File: src/hdl/plls_pkg.sv
// Shared constants and types for the PHY lamp, late-collision and pair-status registers.
// Assumes a 125 MHz core clock and an AXI4-Lite register port with 32-bit data.
package plls_pkg;
    // Register indices; byte address is four times the index
    localparam logic [5:0] IDX_LAMP_SEL = 6'h1c;
    localparam logic [5:0] IDX_BLINK = 6'h1d;
    localparam logic [5:0] IDX_LATE = 6'h1e;
    localparam logic [5:0] IDX_PAIR = 6'h1f;
    localparam logic [5:0] IDX_IRQ_STAT = 6'h20;
    localparam logic [5:0] IDX_IRQ_CLR = 6'h21;
    localparam logic [5:0] IDX_IRQ_EN = 6'h22;
    // Blink register fields and reset values
    localparam int BLINK_ADDR_LSB = 14;
    localparam int BLINK_RATIO_LSB = 8;
    localparam logic [5:0] BLINK_RATIO_RST = 6'h1f;
    localparam logic [7:0] BLINK_PAT_RST = 8'h55;
    // Pair status bit positions
    localparam int PAIR_UPPER_SEL_BIT = 15;
    localparam int PAIR_SWAP_BIT = 14;
    localparam int PAIR_POL3_BIT = 13;
    // Selector defaults for each strap level, lamps 3..0 = low, mid, gig, then link/activity (strap 0) or link (strap 1)
    localparam logic [15:0] LAMP_SEL_STRAP0 = 16'h210a;
    localparam logic [15:0] LAMP_SEL_STRAP1 = 16'h2104;
    // Blink time base: one tick every 2 ms
    localparam int CLK_PERIOD_NS = 8;
    localparam int BLINK_TICK_NS = 2000000;
    localparam int BLINK_TICK_CYCLES = BLINK_TICK_NS / CLK_PERIOD_NS;
    // Late-collision bin limits in byte positions
    localparam logic [8:0] BIN0_LO = 9'h040;
    localparam logic [8:0] BIN1_LO = 9'h060;
    localparam logic [8:0] BIN2_LO = 9'h080;
    localparam logic [8:0] BIN3_LO = 9'h0c0;
    localparam logic [8:0] BIN3_HI = 9'h13f;
    localparam logic [7:0] CNT_MAX = 8'hff;
    // Link speed codes and AXI responses
    localparam logic [1:0] SPD_10 = 2'h0;
    localparam logic [1:0] SPD_100 = 2'h1;
    localparam logic [1:0] SPD_1000 = 2'h2;
    localparam logic [1:0] RESP_OKAY = 2'h0;
    localparam logic [1:0] RESP_SLVERR = 2'h2;
    // Lamp selector codes (standard modes)
    typedef enum logic [3:0] {
        LM_GIG = 4'h0, LM_MID = 4'h1, LM_LOW = 4'h2, LM_GIG_ON_MID_BLINK = 4'h3,
        LM_LINK = 4'h4, LM_TX = 4'h5, LM_RX = 4'h6, LM_ACT = 4'h7,
        LM_FDX = 4'h8, LM_COL = 4'h9, LM_LINK_ACT = 4'ha, LM_LINK_TX = 4'hb,
        LM_LINK_RX = 4'hc, LM_BLINK = 4'hd, LM_ON = 4'he, LM_OFF = 4'hf
    } plls_lamp_mode_t;
    // Live PHY state feeding the lamps
    typedef struct packed {
        logic link_up;
        logic [1:0] speed;
        logic full_duplex;
        logic tx_act;
        logic rx_act;
        logic collision;
    } plls_phy_state_t;
    // Late collision report from the transmit path
    typedef struct packed {
        logic valid;
        logic [8:0] byte_pos;
    } plls_late_col_t;
endpackage

File: src/hdl/plls_regs.sv
// PHY lamp selectors, blink generator, late-collision histogram and pair status.
// Assumes PHY state inputs come from logic on aclk; only the strap pin is asynchronous.
`timescale 1ns/1ns
module plls_regs
    import plls_pkg::*;
#(
    parameter int TICK_CYCLES = BLINK_TICK_CYCLES
) (
    input wire logic aclk,
    input wire logic aresetn,
    input wire logic [7:0] s_axi_awaddr,
    input wire logic s_axi_awvalid,
    output logic s_axi_awready,
    input wire logic [31:0] s_axi_wdata,
    input wire logic [3:0] s_axi_wstrb,
    input wire logic s_axi_wvalid,
    output logic s_axi_wready,
    output logic [1:0] s_axi_bresp,
    output logic s_axi_bvalid,
    input wire logic s_axi_bready,
    input wire logic [7:0] s_axi_araddr,
    input wire logic s_axi_arvalid,
    output logic s_axi_arready,
    output logic [31:0] s_axi_rdata,
    output logic [1:0] s_axi_rresp,
    output logic s_axi_rvalid,
    input wire logic s_axi_rready,
    input wire logic lamp_strap_pin,
    input wire plls_phy_state_t phy_state,
    input wire plls_late_col_t late_col,
    input wire logic late_bin_count_enable,
    input wire logic dim_two_three_swapped,
    input wire logic dim_three_polarity_inverted,
    output logic [3:0] lamp_out,
    output logic irq
);
    // Lamp decode, shared by all four lamps
    function automatic logic lamp_decode(input logic [3:0] sel, input plls_phy_state_t s,
                                         input logic blink);
        logic lk, act;
        lk = s.link_up;
        act = s.tx_act | s.rx_act;
        case (plls_lamp_mode_t'(sel))
            LM_GIG: lamp_decode = lk && s.speed == SPD_1000;
            LM_MID: lamp_decode = lk && s.speed == SPD_100;
            LM_LOW: lamp_decode = lk && s.speed == SPD_10;
            LM_GIG_ON_MID_BLINK: lamp_decode = lk && (s.speed == SPD_1000 ||
                                                      (s.speed == SPD_100 && blink));
            LM_LINK: lamp_decode = lk;
            LM_TX: lamp_decode = s.tx_act;
            LM_RX: lamp_decode = s.rx_act;
            LM_ACT: lamp_decode = act;
            LM_FDX: lamp_decode = s.full_duplex;
            LM_COL: lamp_decode = s.collision;
            LM_LINK_ACT: lamp_decode = lk && (!act || blink);
            LM_LINK_TX: lamp_decode = lk && (!s.tx_act || blink);
            LM_LINK_RX: lamp_decode = lk && (!s.rx_act || blink);
            LM_BLINK: lamp_decode = blink;
            LM_ON: lamp_decode = 1'b1;
            default: lamp_decode = 1'b0;
        endcase
    endfunction

    // Bus handshake flops
    logic awready_q, wready_q, bvalid_q, arready_q, rvalid_q;
    logic aw_got_q, w_got_q;
    logic [5:0] aw_idx_q;
    logic [31:0] wdata_q;
    logic [3:0] wstrb_q;
    logic [1:0] bresp_q, rresp_q;
    logic [31:0] rdata_q;
    // Register state
    logic [15:0] lamp_sel_q;
    logic [1:0] blink_addr_q;
    logic [5:0] ratio_q [4];
    logic [7:0] pat_q [4];
    logic [7:0] cnt_q [4];
    logic upper_sel_q;
    logic swap_q, pol3_q;
    logic [2:0] irq_stat_q, irq_en_q;
    logic irq_q;
    logic [3:0] lamp_q;
    logic [2:0] strap_sync_q;
    logic strap_done_q;
    logic [1:0] strap_fill_q;
    logic [17:0] tick_cnt_q;
    logic any_sat_prev_q;

    // Handshakes and decoded access
    wire aw_hs = s_axi_awvalid && awready_q;
    wire w_hs = s_axi_wvalid && wready_q;
    wire ar_hs = s_axi_arvalid && arready_q;
    wire wr_go = aw_got_q && w_got_q && !bvalid_q;
    wire [5:0] ar_idx = s_axi_araddr[7:2];
    wire wr_lamp = wr_go && aw_idx_q == IDX_LAMP_SEL;
    wire wr_blink = wr_go && aw_idx_q == IDX_BLINK;
    wire wr_clr = wr_go && aw_idx_q == IDX_IRQ_CLR;
    wire wr_en = wr_go && aw_idx_q == IDX_IRQ_EN;
    wire wr_ok = aw_idx_q inside {IDX_LAMP_SEL, IDX_BLINK, IDX_LATE, IDX_PAIR,
                                  IDX_IRQ_STAT, IDX_IRQ_CLR, IDX_IRQ_EN};
    wire rd_ok = ar_idx inside {IDX_LAMP_SEL, IDX_BLINK, IDX_LATE, IDX_PAIR,
                                IDX_IRQ_STAT, IDX_IRQ_EN};
    wire rd_late = ar_hs && ar_idx == IDX_LATE;
    wire rd_lower = rd_late && !upper_sel_q;
    wire rd_upper = rd_late && upper_sel_q;

    // Write address and data taken in either order; response once both are in
    always_ff @(posedge aclk) begin
        if (!aresetn) begin
            awready_q <= 1'b1;
            wready_q <= 1'b1;
            aw_got_q <= 1'b0;
            w_got_q <= 1'b0;
            bvalid_q <= 1'b0;
            bresp_q <= RESP_OKAY;
            aw_idx_q <= 6'h00;
            wdata_q <= 32'h0000_0000;
            wstrb_q <= 4'h0;
        end else begin
            if (aw_hs) begin
                aw_got_q <= 1'b1;
                awready_q <= 1'b0;
                aw_idx_q <= s_axi_awaddr[7:2];
            end
            if (w_hs) begin
                w_got_q <= 1'b1;
                wready_q <= 1'b0;
                wdata_q <= s_axi_wdata;
                wstrb_q <= s_axi_wstrb;
            end
            if (wr_go) begin
                bvalid_q <= 1'b1;
                bresp_q <= wr_ok ? RESP_OKAY : RESP_SLVERR;
                aw_got_q <= 1'b0;
                w_got_q <= 1'b0;
            end
            if (bvalid_q && s_axi_bready) begin
                bvalid_q <= 1'b0;
                awready_q <= 1'b1;
                wready_q <= 1'b1;
            end
        end
    end

    // Read mux; the late pair follows the upper select
    wire [15:0] late_word = upper_sel_q ? {cnt_q[3], cnt_q[2]} : {cnt_q[1], cnt_q[0]};
    wire [15:0] blink_word = {blink_addr_q, ratio_q[blink_addr_q], pat_q[blink_addr_q]};
    wire [15:0] pair_word = {upper_sel_q, swap_q, pol3_q, 13'h0000};
    wire [15:0] rd_mux = ar_idx == IDX_LAMP_SEL ? lamp_sel_q :
                         ar_idx == IDX_BLINK ? blink_word :
                         ar_idx == IDX_LATE ? late_word :
                         ar_idx == IDX_PAIR ? pair_word :
                         ar_idx == IDX_IRQ_STAT ? {13'h0000, irq_stat_q} :
                         ar_idx == IDX_IRQ_EN ? {13'h0000, irq_en_q} : 16'h0000;

    // One read in flight; arready drops until the data is taken
    always_ff @(posedge aclk) begin
        if (!aresetn) begin
            arready_q <= 1'b1;
            rvalid_q <= 1'b0;
            rdata_q <= 32'h0000_0000;
            rresp_q <= RESP_OKAY;
        end else if (ar_hs) begin
            arready_q <= 1'b0;
            rvalid_q <= 1'b1;
            rdata_q <= {16'h0000, rd_mux};
            rresp_q <= rd_ok ? RESP_OKAY : RESP_SLVERR;
        end else if (rvalid_q && s_axi_rready) begin
            rvalid_q <= 1'b0;
            arready_q <= 1'b1;
        end
    end

    // Strap pin passes three flops; selectors load once stages two and three agree
    // Fill count keeps the reset zeros from posing as a settled strap level
    always_ff @(posedge aclk) begin
        if (!aresetn) begin
            strap_sync_q <= 3'h0;
            strap_fill_q <= 2'h0;
        end else begin
            strap_sync_q <= {strap_sync_q[1:0], lamp_strap_pin};
            strap_fill_q <= strap_fill_q == 2'h3 ? 2'h3 : strap_fill_q + 2'h1;
        end
    end
    wire strap_stable = strap_fill_q == 2'h3 && strap_sync_q[1] == strap_sync_q[2];

    // Selector register; a write landing with the strap load still wins
    always_ff @(posedge aclk) begin
        if (!aresetn) begin
            lamp_sel_q <= LAMP_SEL_STRAP0;
            strap_done_q <= 1'b0;
        end else begin
            if (!strap_done_q && strap_stable) begin
                strap_done_q <= 1'b1;
                lamp_sel_q <= strap_sync_q[2] ? LAMP_SEL_STRAP1 : LAMP_SEL_STRAP0;
            end
            if (wr_lamp && wstrb_q[0]) lamp_sel_q[7:0] <= wdata_q[7:0];
            if (wr_lamp && wstrb_q[1]) lamp_sel_q[15:8] <= wdata_q[15:8];
        end
    end

    // Set address follows the write; fields go to the set it names
    wire [1:0] blink_wr_bank = wstrb_q[1] ? wdata_q[15:14] : blink_addr_q;
    always_ff @(posedge aclk) begin
        if (!aresetn) blink_addr_q <= 2'h0;
        else if (wr_blink && wstrb_q[1]) blink_addr_q <= wdata_q[15:BLINK_ADDR_LSB];
    end

    // Shared 2 ms time base for all blink generators
    wire tick = tick_cnt_q == 18'(TICK_CYCLES - 1);
    always_ff @(posedge aclk) begin
        if (!aresetn) tick_cnt_q <= 18'h00000;
        else tick_cnt_q <= tick ? 18'h00000 : tick_cnt_q + 18'h00001;
    end

    // Per-lamp blink set, divider, pattern walker and output flop
    genvar g;
    generate
        for (g = 0; g < 4; g++) begin : g_lamp
            logic [5:0] div_q;
            logic [2:0] bit_q;
            wire bank_hit = wr_blink && blink_wr_bank == 2'(g);
            always_ff @(posedge aclk) begin
                if (!aresetn) begin
                    ratio_q[g] <= BLINK_RATIO_RST;
                    pat_q[g] <= BLINK_PAT_RST;
                end else begin
                    if (bank_hit && wstrb_q[1]) ratio_q[g] <= wdata_q[13:BLINK_RATIO_LSB];
                    if (bank_hit && wstrb_q[0]) pat_q[g] <= wdata_q[7:0];
                end
            end
            // Each pattern bit lasts ratio+1 ticks: 32 x 2 ms x 8 bits = 512 ms
            always_ff @(posedge aclk) begin
                if (!aresetn) begin
                    div_q <= 6'h00;
                    bit_q <= 3'h0;
                end else if (tick) begin
                    if (div_q >= ratio_q[g]) begin
                        div_q <= 6'h00;
                        bit_q <= bit_q + 3'h1;
                    end else begin
                        div_q <= div_q + 6'h01;
                    end
                end
            end
            always_ff @(posedge aclk) begin
                if (!aresetn) lamp_q[g] <= 1'b0;
                else lamp_q[g] <= lamp_decode(lamp_sel_q[4*g +: 4], phy_state,
                                              pat_q[g][bit_q]);
            end
        end
    endgenerate

    // Bin selection by byte position of the collision
    wire [8:0] bp = late_col.byte_pos;
    wire [3:0] bin_hit = {bp >= BIN3_LO && bp <= BIN3_HI, bp >= BIN2_LO && bp < BIN3_LO,
                          bp >= BIN1_LO && bp < BIN2_LO, bp >= BIN0_LO && bp < BIN1_LO};
    wire any_sat = cnt_q[0] == CNT_MAX || cnt_q[1] == CNT_MAX ||
                   cnt_q[2] == CNT_MAX || cnt_q[3] == CNT_MAX;
    // Counting needs the enable, half duplex, no freeze and no saturation
    wire count_ok = late_col.valid && late_bin_count_enable && !phy_state.full_duplex &&
                    !upper_sel_q && !any_sat && !rd_late;

    // Counters: a read of the upper pair clears, otherwise bins count
    generate
        for (g = 0; g < 4; g++) begin : g_cnt
            always_ff @(posedge aclk) begin
                if (!aresetn || rd_upper) cnt_q[g] <= 8'h00;
                else if (count_ok && bin_hit[g]) cnt_q[g] <= cnt_q[g] + 8'h01;
            end
        end
    endgenerate

    // Upper select toggles on each read of the counter register
    always_ff @(posedge aclk) begin
        if (!aresetn || rd_upper) upper_sel_q <= 1'b0;
        else if (rd_lower) upper_sel_q <= 1'b1;
    end

    // Pair status; polarity only meaningful on a gigabit link
    wire pol3_d = dim_three_polarity_inverted && phy_state.link_up &&
                  phy_state.speed == SPD_1000;
    always_ff @(posedge aclk) begin
        if (!aresetn) begin
            swap_q <= 1'b0;
            pol3_q <= 1'b0;
        end else begin
            swap_q <= dim_two_three_swapped;
            pol3_q <= pol3_d;
        end
    end

    // Sticky events: saturation, swap and polarity rising; set beats clear
    wire [2:0] irq_evt = {pol3_d && !pol3_q, dim_two_three_swapped && !swap_q,
                          any_sat && !any_sat_prev_q};
    wire [2:0] irq_stat_d = irq_evt | (irq_stat_q & ~(wr_clr ? wdata_q[2:0] : 3'h0));
    always_ff @(posedge aclk) begin
        if (!aresetn) begin
            irq_stat_q <= 3'h0;
            irq_en_q <= 3'h0;
            irq_q <= 1'b0;
            any_sat_prev_q <= 1'b0;
        end else begin
            irq_stat_q <= irq_stat_d;
            any_sat_prev_q <= any_sat;
            if (wr_en && wstrb_q[0]) irq_en_q <= wdata_q[2:0];
            irq_q <= |(irq_stat_d & (wr_en && wstrb_q[0] ? wdata_q[2:0] : irq_en_q));
        end
    end

    assign s_axi_awready = awready_q;
    assign s_axi_wready = wready_q;
    assign s_axi_bvalid = bvalid_q;
    assign s_axi_bresp = bresp_q;
    assign s_axi_arready = arready_q;
    assign s_axi_rvalid = rvalid_q;
    assign s_axi_rdata = rdata_q;
    assign s_axi_rresp = rresp_q;
    assign lamp_out = lamp_q;
    assign irq = irq_q;
endmodule

File: config.mk
export PLATFORM = sky130hd
export DESIGN_NAME = plls_regs
export DESIGN_NICKNAME = d
export VERILOG_FILES = /design/src/hdl/plls_pkg.sv /design/src/hdl/plls_regs.sv
export SDC_FILE = /design/constraint.sdc
export NUM_CORES = 1
export LEC_CHECK = 0
export BUFFER_PORTS_ARGS = -buffer_cell sky130_fd_sc_hd__buf_2
export CAP_MARGIN = 30
export CORE_UTILIZATION = 40
export CTS_CLUSTER_SIZE = 14
export DETAILED_ROUTE_END_ITERATION = 7
export GPL_TIMING_DRIVEN = 0
export PLACE_DENSITY = 0.6
export SLEW_MARGIN = 20
export SYNTH_ARGS = -nofsm -noshare
export SYNTH_HDL_FRONTEND = slang
export SYNTH_SLANG_ARGS = --single-unit
File: constraint.sdc
create_clock -name aclk -period 3.27 [get_ports aclk]
set_input_delay 0.1635 -clock aclk [delete_from_list [all_inputs] [get_ports aclk]]
set_output_delay 0.1635 -clock aclk [all_outputs]
set_load 0.05 [all_outputs]
==> run_results.csv, run 1 <==
group,metric,value,unit
clock_tree,htree_levels,1,
detailed_routing,vias_per_cell,5.43,
sta,fmax,365,MHz
clock_tree,post_cts_resized,0,
sta,fin_worst_skew,27.0,ps
yosys,yosysSeqAreaShare,0.460,
yosys,synth_edf_count,88,
critical_path,crit_top_cell,"and3_1",
yosys,synth_cells,1242,
detailed_routing,vias,9821,
sta,worst_pin_slew,905,ps
cells_and_area,final_cells,1810,
power_and_ir_drop,vdd_drop_max,341,uV
floorplanning,die_w,175,um
sta,fin_crit_sh,0.838,
critical_path,cp_data_required_time,3490,ps
yosys,synthTopCellsByCount,"dfxtp_1 (144), nand2_1 (119), nor2_1 (110), a21oi_1 (89), edfxtp_1 (88)",
critical_path,path_class,"reg -> reg",
placed_design,place_inst,1727,
critical_path,path_cells,"ha_1, and3_1, and3_1, nor4_4, nand2_1, o21ai_0, buf_2",
status,status,"complete, no violations",
floorplanning,core_area,0.0296,mm2
yosys,synth.area.top_cells,"dfxtp_1 (24%), edfxtp_1 (22%), mux4_2 (4.5%)",
clock_tree,clockBufferDepth,3,
power_and_ir_drop,leakage,5.33,nW
yosys,ys.flop_type,"dfxtp_1",
grt,groute.usage.overall,0.213,
clock_tree,cts_tree,"built",
grt,grt_antenna_before_repair,0,
clock_tree,clk_pin_slew,60,ps
clock_tree,clock-sinks,232,
yosys,yosysWarnings,0,
sta,postLayoutSetupSlackWorst,531,ps
critical_path,start_kind,"register",
min_path,hp-class,"in -> reg",
grt,grt_max_degree,15,
detailed_routing,wl_per_cell,18.0,um
yosys,async_flop_share,0,
detailed_routing,drt-initial-drc-count,784,
grt,grt_overflow_total,0,
sta,fin_crit,2740,ps
critical_path,slowest_delay,500,ps
critical_path,arrival,2960,ps
placed_design,gp_congestion,0.900,
critical_path,rrSetupSlack,530,ps
sta,relSlewSlack,0.392,
job,drv_cap,0,
yosys,ys_types,72,
cells_and_area,antenna_cells,0,
critical_path,cp-end-kind,"register",
sta,hold_viol_final,0,
detailed_routing,drc,0,
cells_and_area,fin_area,0.0143,mm2
yosys,yosysTopAreaCellShare,0.240,
placed_design,place_area,0.0130,mm2
detailed_routing,drtAntennaViolNets,0,
floorplanning,rows,63,
placed_design,dp_slack,59.7,ps
yosys,synth.most_common_cell,"dfxtp_1",
floorplanning,die_y,175,um
cells_and_area,finalNetCount,1517,
sta,setup_viol,0,
cells_and_area,drive_above_1_share,0.151,
grt,grt_pass1_vias,9299,
grt,grt_pass1_wl,51.4,mm
yosys,syn_avg_cell_area,9.67,um2
clock_tree,cts_buffers,27,
yosys,ys_seq_elements,232,
placed_design,io_buffers,74,
cells_and_area,fill_cells,2771,
sta,setup_tns,0,ps
clock_tree,root_buffer,"clkbuf_16",
yosys,yosys.area.top_type,"dfxtp_1",
cells_and_area,fin_util,0.483,
detailed_routing,drt-pass1-iter-count,5,
critical_path,crit_fanout,5,
yosys,synthesis.area,0.0120,mm2
placed_design,detailed_place_hpwl,24.2,mm
floorplanning,ios,126,
detailed_routing,routed_wl,32.7,mm
sta,slew_viol_final,0,
sta,rsz0062_at_grt,"false",
critical_path,slowest_stage,"o21ai_0",
floorplanning,die-area,0.0307,mm2
floorplanning,initial_utilization,0.406,
power_and_ir_drop,p_per_area,482,mW/mm2
clock_tree,insertion_delay,540,ps
cells_and_area,area.growth.synth_to_final,18.8,%
registers in the layout, indices dropped and copies added, names as in the netlist, 3 cells and up, named ones only:
register,cells
strap_sync_q,3
aw_idx_q,6
irq_stat_q,3
ratio_q,24
lamp_out,4
pat_q,32
irq_en_q,3
lamp_sel_q,16
tick_cnt_q,18
s_axi_rdata,16
g_lamp.div_q,24
cnt_q,32
wdata_q,16
g_lamp.bit_q,12
through the flow:
stage	total power, mW	hold slack, ps
detailed placement	3.64	374
global placement	3.63	372
global route	7.09	37.6
finish	6.88	34.5
floorplan	3.48	264
CTS	6.92	15.7
power breakdown:
part           internal [mW]  switching, mW  total (mW)
clock network           2.03           1.24        3.27
registers               3.06         0.0727        3.13
logic                  0.169          0.312       0.481
layout make-up:
cell class	instances	area, um2	share of cell area
Multi-Input combinational cell	893	5940	0.416
Tap cell	390	488	0.0342
Sequential cell	232	5530	0.387
Buffer	87	439	0.0308
Clock buffer	30	707	0.0495
Inverter	47	176	0.0124
Clock inverter	19	260	0.0182
Timing Repair Buffer	112	736	0.0516
logic make-up (layout without fill, tap and decap cells):
family	Yosys count	count (layout)	share of synthesized area
other	1	18	0.000312
AOI/OAI and AO/OA	225	225	0.112
adders and majority gates	37	37	0.0385
and+or+nand+nor	492	492	0.217
buffers and inverters	134	295	0.0513
DFF	232	232	0.460
xor gates and xnor gates	54	54	0.0394
muxes	67	67	0.0818
path summary, 6_finish.rpt:
path,to,cells after the start,startpoint
worst min register to register,strap_sync_q[1],1,strap_sync_q[0]
worst min-delay path,cnt_q[2][7],2,late_col[8]
worst max register to register,cnt_q[3][0],7,cnt_q[2][0]
worst max-delay path,cnt_q[3][0],7,cnt_q[2][0]
critical path: cells and delay by family, from the launching register on:
| kind | cells | cell delay, ps |
|---|---|---|
| simple gates | 4 | 950 |
| compound gates | 1 | 500 |
| flops | 1 | 440 |
| buf+inv | 1 | 290 |
| fa+ha+maj | 1 | 250 |
layout by cell type, fill, tap and decap left out, drive strengths merged, types with 28 or more instances in the layout:
cell type	synthesis	final
a21oi	89	89
dlygate4sd3	0	33
or3	29	29
o21ai	54	54
edfxtp	88	88
inv	47	48
dfxtp	144	144
nand2	119	119
clkbuf	51	81
nor3	28	28
buf	35	114
nand3	54	54
nor2	110	110
xor2	32	32
mux2i	34	34
ha	37	37
metal layers:
layer	wire [um]	GRT usage	up-vias
met5	66	0.0160	-
met4	1050	0.0714	2
met3	2020	0.0327	81
met2	14700	0.336	353
met1	14800	0.296	4666
li1	-	-	4719
timing repair:
item | in CTS | in global routing
hold buffers | 33 | 0
setup endpoints to repair | 0 | 0
hold endpoints to repair | 32 | 0
buffers inserted | 0 | 0
Power figures use the tool's default switching activity.
==> run 2: changes to the inputs <==
Settings changed: PLACE_DENSITY 0.6 to 0.62.
Clock period 3.27 ns to 2.47 ns, I/O delays scaled along.
==> run 2 against run 1 <==
Compared with the run above: maximum frequency up 15%; via count rose by 1.3%; die area is the same; critical path depth grew 1; non-clock buffer count grew 19; total power increased by 29%; sequential power is 32% higher.
==> run_results.csv, run 2 (synthesis gave the netlist of run 1 again) <==
group,metric,value,unit
cells_and_area,top_regs,"cnt_q (32), pat_q (32)",
critical_path,critPathTopFamily,"simple AND/OR/NAND/NOR gates",
min_path,min_from,"s_axi_araddr[4]",
detailed_routing,drt-initial-drc-count,848,
grt,grt_antenna_before_repair,1,
placed_design,detailed_place_hpwl,24.1,mm
power_and_ir_drop,leakage,5.43,nW
sta,hold_viol_final,0,
detailed_routing,vias_per_cell,5.44,
detailed_routing,routed_wl,33.3,mm
critical_path,slowest_delay,530,ps
min_path,min_path_cells,5,
sta,setup_viol,0,
critical_path,path_class,"reg -> reg",
sta,rsz0062_at_grt,"true",
grt,grt_overflow_total,0,
grt,met1_usage,0.298,
power_and_ir_drop,vdd_drop_max,514,uV
critical_path,crit_buf_inv,1,
critical_path,cp_data_required_time,2880,ps
placed_design,gp_congestion,0.888,
sta,slew_viol_final,0,
sta,relSlewSlack,0.500,
clock_tree,clock-sinks,232,
clock_tree,insertion_delay,540,ps
critical_path,arrival,2800,ps
floorplanning,initial_utilization,0.406,
critical_path,worst-r2r-cell-count,8,
critical_path,start_kind,"register",
critical_path,slowest_stage,"or4_4",
sta,setup_tns,0,ps
critical_path,crit_fanout,8,
grt,grt_pass1_wl,51.0,mm
job,drv_cap,0,
clock_tree,clk_pin_slew,60,ps
grt,grt-busiest-layer,"met2",
clock_tree,root_buffer,"clkbuf_16",
grt,groute.usage.overall,0.213,
floorplanning,die-area,0.0307,mm2
grt,grt_pass1_vias,9281,
clock_tree,htree_levels,1,
critical_path,path_cells,"ha_2, and3_4, and3_4, nor4_4, nand3_2, or4_4, buf_12, nor2_1",
critical_path,rrSetupSlack,80,ps
clock_tree,cts_tree,"built",
floorplanning,rows,63,
critical_path,reg2reg_from,"cnt_q[2][0]",
detailed_routing,drt-pass1-iter-count,5,
cells_and_area,drive_above_1_share,0.175,
cells_and_area,final_cell_mix,"dfxtp_1 (144), nand2_1 (118), nor2_1 (103)",
detailed_routing,drc,0,
critical_path,r2r-end,"cnt_q[2][0]",
detailed_routing,drtAntennaViolNets,0,
detailed_routing,vias,9948,
clock_tree,clockBufferDepth,3,
floorplanning,ios,126,
grt,grt_use_met2,0.334,
grt,met3_usage,0.0292,
placed_design,io_buffers,74,
status,status,"complete, no violations",
min_path,min_to,"s_axi_rresp[1]",
sta,worst_pin_slew,750,ps
detailed_routing,wl_per_cell,18.2,um
critical_path,cp-end-kind,"register",
sta,fin_worst_skew,19.0,ps
clock_tree,cts_buffers,27,
floorplanning,core_area,0.0296,mm2
sta,fmax,419,MHz
min_path,hp-class,"in -> reg",
sta,whs,72.9,ps
cells_and_area,final_common_cell,"dfxtp_1",
cells_and_area,finalNetCount,1536,
sta,fin_crit,2390,ps
floorplanning,die_w,175,um
critical_path,crit_top_cell,"and3_4",
cells_and_area,antenna_cells,0,
grt,grt_max_degree,14,
floorplanning,die_y,175,um
cells_and_area,area.growth.synth_to_final,21.5,%
sta,fin_crit_sh,0.967,
power_and_ir_drop,p_per_area,610,mW/mm2
==> run 2: tightest hold or removal path: cells and delay by family <==
kind	cells	cell delay (ps)
AO/OA/AOI/OAI	1	60
buffers and inverters	1	100
AND/OR/NAND/NOR	3	300
==> run 2: through the flow <==
step	area, um2	cells	util	power [mW]	setup slack, ps
after floorplan	12100	1259	-	4.60	5.59
after global placement	12900	1723	0.438	4.80	-516
after detailed placement	13000	1728	0.439	4.81	-490
after CTS	14400	1819	0.486	8.94	16.1
after global routing	14600	1830	0.494	9.20	-4.33
final	14600	1830	0.494	8.89	81.1
==> run 2: worst max path at each step <==
stage	endpoint	startpoint	depth (start not counted)
floorplan	cnt_q[0][0]	cnt_q[2][0]	6
global placement	cnt_q[0][1]	cnt_q[2][0]	6
detailed placement	register	aresetn	6
CTS	cnt_q[2][3]	cnt_q[2][0]	8
global route	cnt_q[2][3]	cnt_q[2][1]	8
finish	cnt_q[2][0]	cnt_q[2][0]	8
==> run 2: per-layer routing <==
metal | vias up | part of all wire
li1 | 4782 | -
met1 | 4739 | 0.45
met2 | 362 | 0.45
met3 | 65 | 0.064
met4 | 0 | 0.034
met5 | - | 0
==> run 2: layout make-up <==
cell class	instances	area (um2)
fillers	2740	15000
multi-input cells	893	6140
flip-flops and latches	232	5530
repair buffers	132	891
clock buffers	43	827
well taps	390	488
plain buffers	86	455
inverters	47	176
clock inverters	7	86.3
==> run 2: timing repair <==
| action | 4_1_cts | 5_1_grt |
|---|---|---|
| hold buffers | 39 | 0 |
| endpoints found under the hold margin | 33 | 0 |
| setup buffers | 2 | 12 |
| pin swaps | 2 | 10 |
| setup endpoints to repair | 110 | 102 |
| resized for setup | 17 | 39 |
==> run 2: power breakdown <==
part | internal [mW] | switching [mW]
combinational | 0.241 | 0.435
sequential | 4.05 | 0.0961
clock | 2.49 | 1.58
==> run 3: changes to the inputs <==
Settings changed: ABC_AREA from default to 1.
==> run 3 against run 2 <==
Compared with the run above: clock power is 1% lower; total power is 0.22% higher; sequential cell count is the same; count of clock-buffer cells in the layout down 8; critical path depth unchanged; clock skew down 3.4 ps; non-clock buffer count fell by 45; worst setup slack improved by 110 ps; maximum frequency grew 4.7%; register-to-register slack improved by 110 ps; largest power group unchanged; cell area increased by 0.68%; sequential share of layout area shrank 0.25 points.
==> run_results.csv, run 3 <==
group,metric,value,unit
status,status,"complete, no violations",
job,drv_cap,0,
sta,fmax,438,MHz
yosys,synth.area.top_cells,"dfxtp_1 (23%), edfxtp_1 (21%), nand2_1 (12%)",
min_path,min_path_cells,3,
floorplanning,die_w,179,um
sta,rsz0062_at_grt,"false",
yosys,synth_edf_count,88,
placed_design,place_inst,2152,
cells_and_area,final_common_cell,"nand2_1",
clock_tree,root_buffer,"clkbuf_16",
sta,hold_viol_final,0,
clock_tree,htree_levels,1,
yosys,ys_types,50,
detailed_routing,drtAntennaViolNets,0,
critical_path,worst-r2r-cell-count,8,
cells_and_area,final_cell_mix,"nand2_1 (406), inv_1 (214), nor2_1 (168)",
sta,relSlewSlack,0.380,
power_and_ir_drop,p_per_area,607,mW/mm2
yosys,async_flop_share,0,
cells_and_area,multi_input_area,0.00585,mm2
clock_tree,insertion_delay,560,ps
grt,groute.usage.overall,0.232,
grt,grt_max_degree,15,
grt,grt_pass1_vias,10668,
cells_and_area,regArea,0.00553,mm2
critical_path,rrSetupSlack,190,ps
sta,whs,24.7,ps
placed_design,detailed_place_hpwl,28.2,mm
floorplanning,ios,126,
grt,grt_antenna_before_repair,0,
clock_tree,clk_pin_slew,60,ps
cells_and_area,antenna_cells,0,
critical_path,r2r-end,"cnt_q[2][6]",
critical_path,cp_data_required_time,2700,ps
sta,fin_worst_skew,15.6,ps
sta,fin_crit,2280,ps
critical_path,path_class,"reg -> reg",
detailed_routing,drt-pass1-iter-count,5,
detailed_routing,vias_per_cell,5.08,
min_path,hp-class,"in -> reg",
power_and_ir_drop,leakage,6.14,nW
sta,fin_crit_sh,0.924,
floorplanning,die-area,0.0319,mm2
sta,setup_viol,0,
clock_tree,cts_buffers,28,
clock_tree,cts_tree,"built",
critical_path,cp-end-kind,"register",
detailed_routing,wl_per_cell,16.4,um
yosys,ys_seq_elements,232,
yosys,yosys.area.top_type,"dfxtp_1",
sta,worst_pin_slew,930,ps
cells_and_area,final_cells,2239,
grt,grt_overflow_total,0,
cells_and_area,finalNetCount,1938,
yosys,syn_avg_cell_area,7.52,um2
clock_tree,clockBufferDepth,3,
min_path,min_to,"upper_sel_q",
floorplanning,core_area,0.0307,mm2
critical_path,crit_fanout,8,
min_path,min_from,"aresetn",
yosys,yosysTopAreaCellShare,0.231,
cells_and_area,fill_cells,3073,
yosys,synth_cells,1659,
placed_design,io_buffers,80,
critical_path,reg2reg_from,"cnt_q[2][0]",
floorplanning,rows,64,
detailed_routing,drc,0,
yosys,yosysSeqAreaShare,0.443,
critical_path,start_kind,"register",
clock_tree,clock-sinks,232,
grt,grt_pass1_wl,57.1,mm
detailed_routing,vias,11377,
power_and_ir_drop,vdd_drop_max,523,uV
yosys,synthesis.area,0.0125,mm2
critical_path,arrival,2510,ps
placed_design,gp_congestion,0.965,
cells_and_area,area.growth.synth_to_final,17.7,%
yosys,synthTopCellsByCount,"nand2_1 (408), inv_1 (214), nor2_1 (168), dfxtp_1 (144), a21oi_1 (132)",
yosys,ys.flop_type,"dfxtp_1",
cells_and_area,top_regs,"cnt_q (32), pat_q (32)",
yosys,yosysWarnings,0,
detailed_routing,routed_wl,36.6,mm
yosys,synth.most_common_cell,"nand2_1",
floorplanning,initial_utilization,0.407,
detailed_routing,drt-initial-drc-count,915,
sta,setup_tns,0,ps
sta,slew_viol_final,0,
floorplanning,die_y,179,um
cells_and_area,drive_above_1_share,0.116,
[run 3: changes by cell type in the layout (fill, tap and decap cells not counted), moves of 16 or more]
cell and change:
mux2i_1 -34, or3_1 -28, nand3_1 +37, o21ai_0 +57, and2_1 -22, nor2_1 +65
clkbuf_1 -22, mux4_2 -24, nand2_1 +288, inv_1 +167, a21oi_1 +44, nor2_2 +16
nand2b_1 -27
[run 3: power by group]
group / switching [mW] / total [mW] / internal, mW
sequential: 0.0898 / 4.16 / 4.07
combinational: 0.517 / 0.738 / 0.221
clock: 1.69 / 4.02 / 2.33
[run 3: cell families after synthesis]
logic type / count (synthesis) / share of synthesized area
xor gates and xnor gates: 47 / 0.0330
DFF: 232 / 0.443
muxes: 1 / 0.000902
other: 1 / 0.000300
buffers and inverters: 288 / 0.0940
and+or+nand+nor: 771 / 0.271
adders and majority gates: 37 / 0.0371
AOI/OAI and AO/OA: 282 / 0.121
[run 3: routing by layer]
layer  part of all wire  GRT usage
met2               0.48      0.403
met5                  0          0
met3              0.057     0.0256
met4              0.036     0.0805
met1               0.43      0.298
[run 3: through the flow]
| stage | power, mW | worst slack (ps) | util | cell area (um2) |
|---|---|---|---|---|
| after global placement | 4.92 | 153 | 0.438 | 13400 |
| after detailed placement | 4.92 | 122 | 0.438 | 13400 |
| after floorplan | 4.68 | 442 | - | 12500 |
| final | 8.91 | 188 | 0.479 | 14700 |
| after global routing | 9.18 | 3.26 | 0.479 | 14700 |
| after CTS | 8.96 | 113 | 0.479 | 14700 |
[run 3: how the worst max path moves through the flow]
stage	start	slack, ps	cells past startpoint	end
after detailed placement	aresetn	120	4	ratio_q[3][1]
after CTS	cnt_q[2][0]	110	8	cnt_q[1][0]
after floorplan	s_axi_bvalid	440	7	ratio_q[3][0]
after global routing	cnt_q[1][0]	3	8	cnt_q[2][6]
after global placement	aresetn	150	4	ratio_q[3][2]
final	cnt_q[2][0]	190	8	cnt_q[2][6]
[run 3: repair_timing]
item / in CTS / in global routing
buffers inserted: 0 / 0
setup endpoints to repair: 0 / 16
resized for setup: 0 / 2
hold endpoints to repair: 39 / 0
hold buffers: 35 / 0
[run 3: critical path, cell delays in order (launching register included)]
cell and delay, ps:
edfxtp_1 460, ha_1 280, nand3_2 100, nor2_1 70
nand3_1 80, nand4_1 290, nor2_8 310, nand2_1 80
nand2_1 280
[run 3: layout make-up]
| cell class | instances | area share |
|---|---|---|
| flip-flops and latches | 232 | 0.376 |
| inverters | 230 | 0.0597 |
| multi-input cells | 1156 | 0.398 |
| clock buffers | 35 | 0.0502 |
| clock inverters | 17 | 0.0106 |
| plain buffers | 58 | 0.0202 |
| repair buffers | 115 | 0.0511 |
| well taps | 396 | 0.0337 |
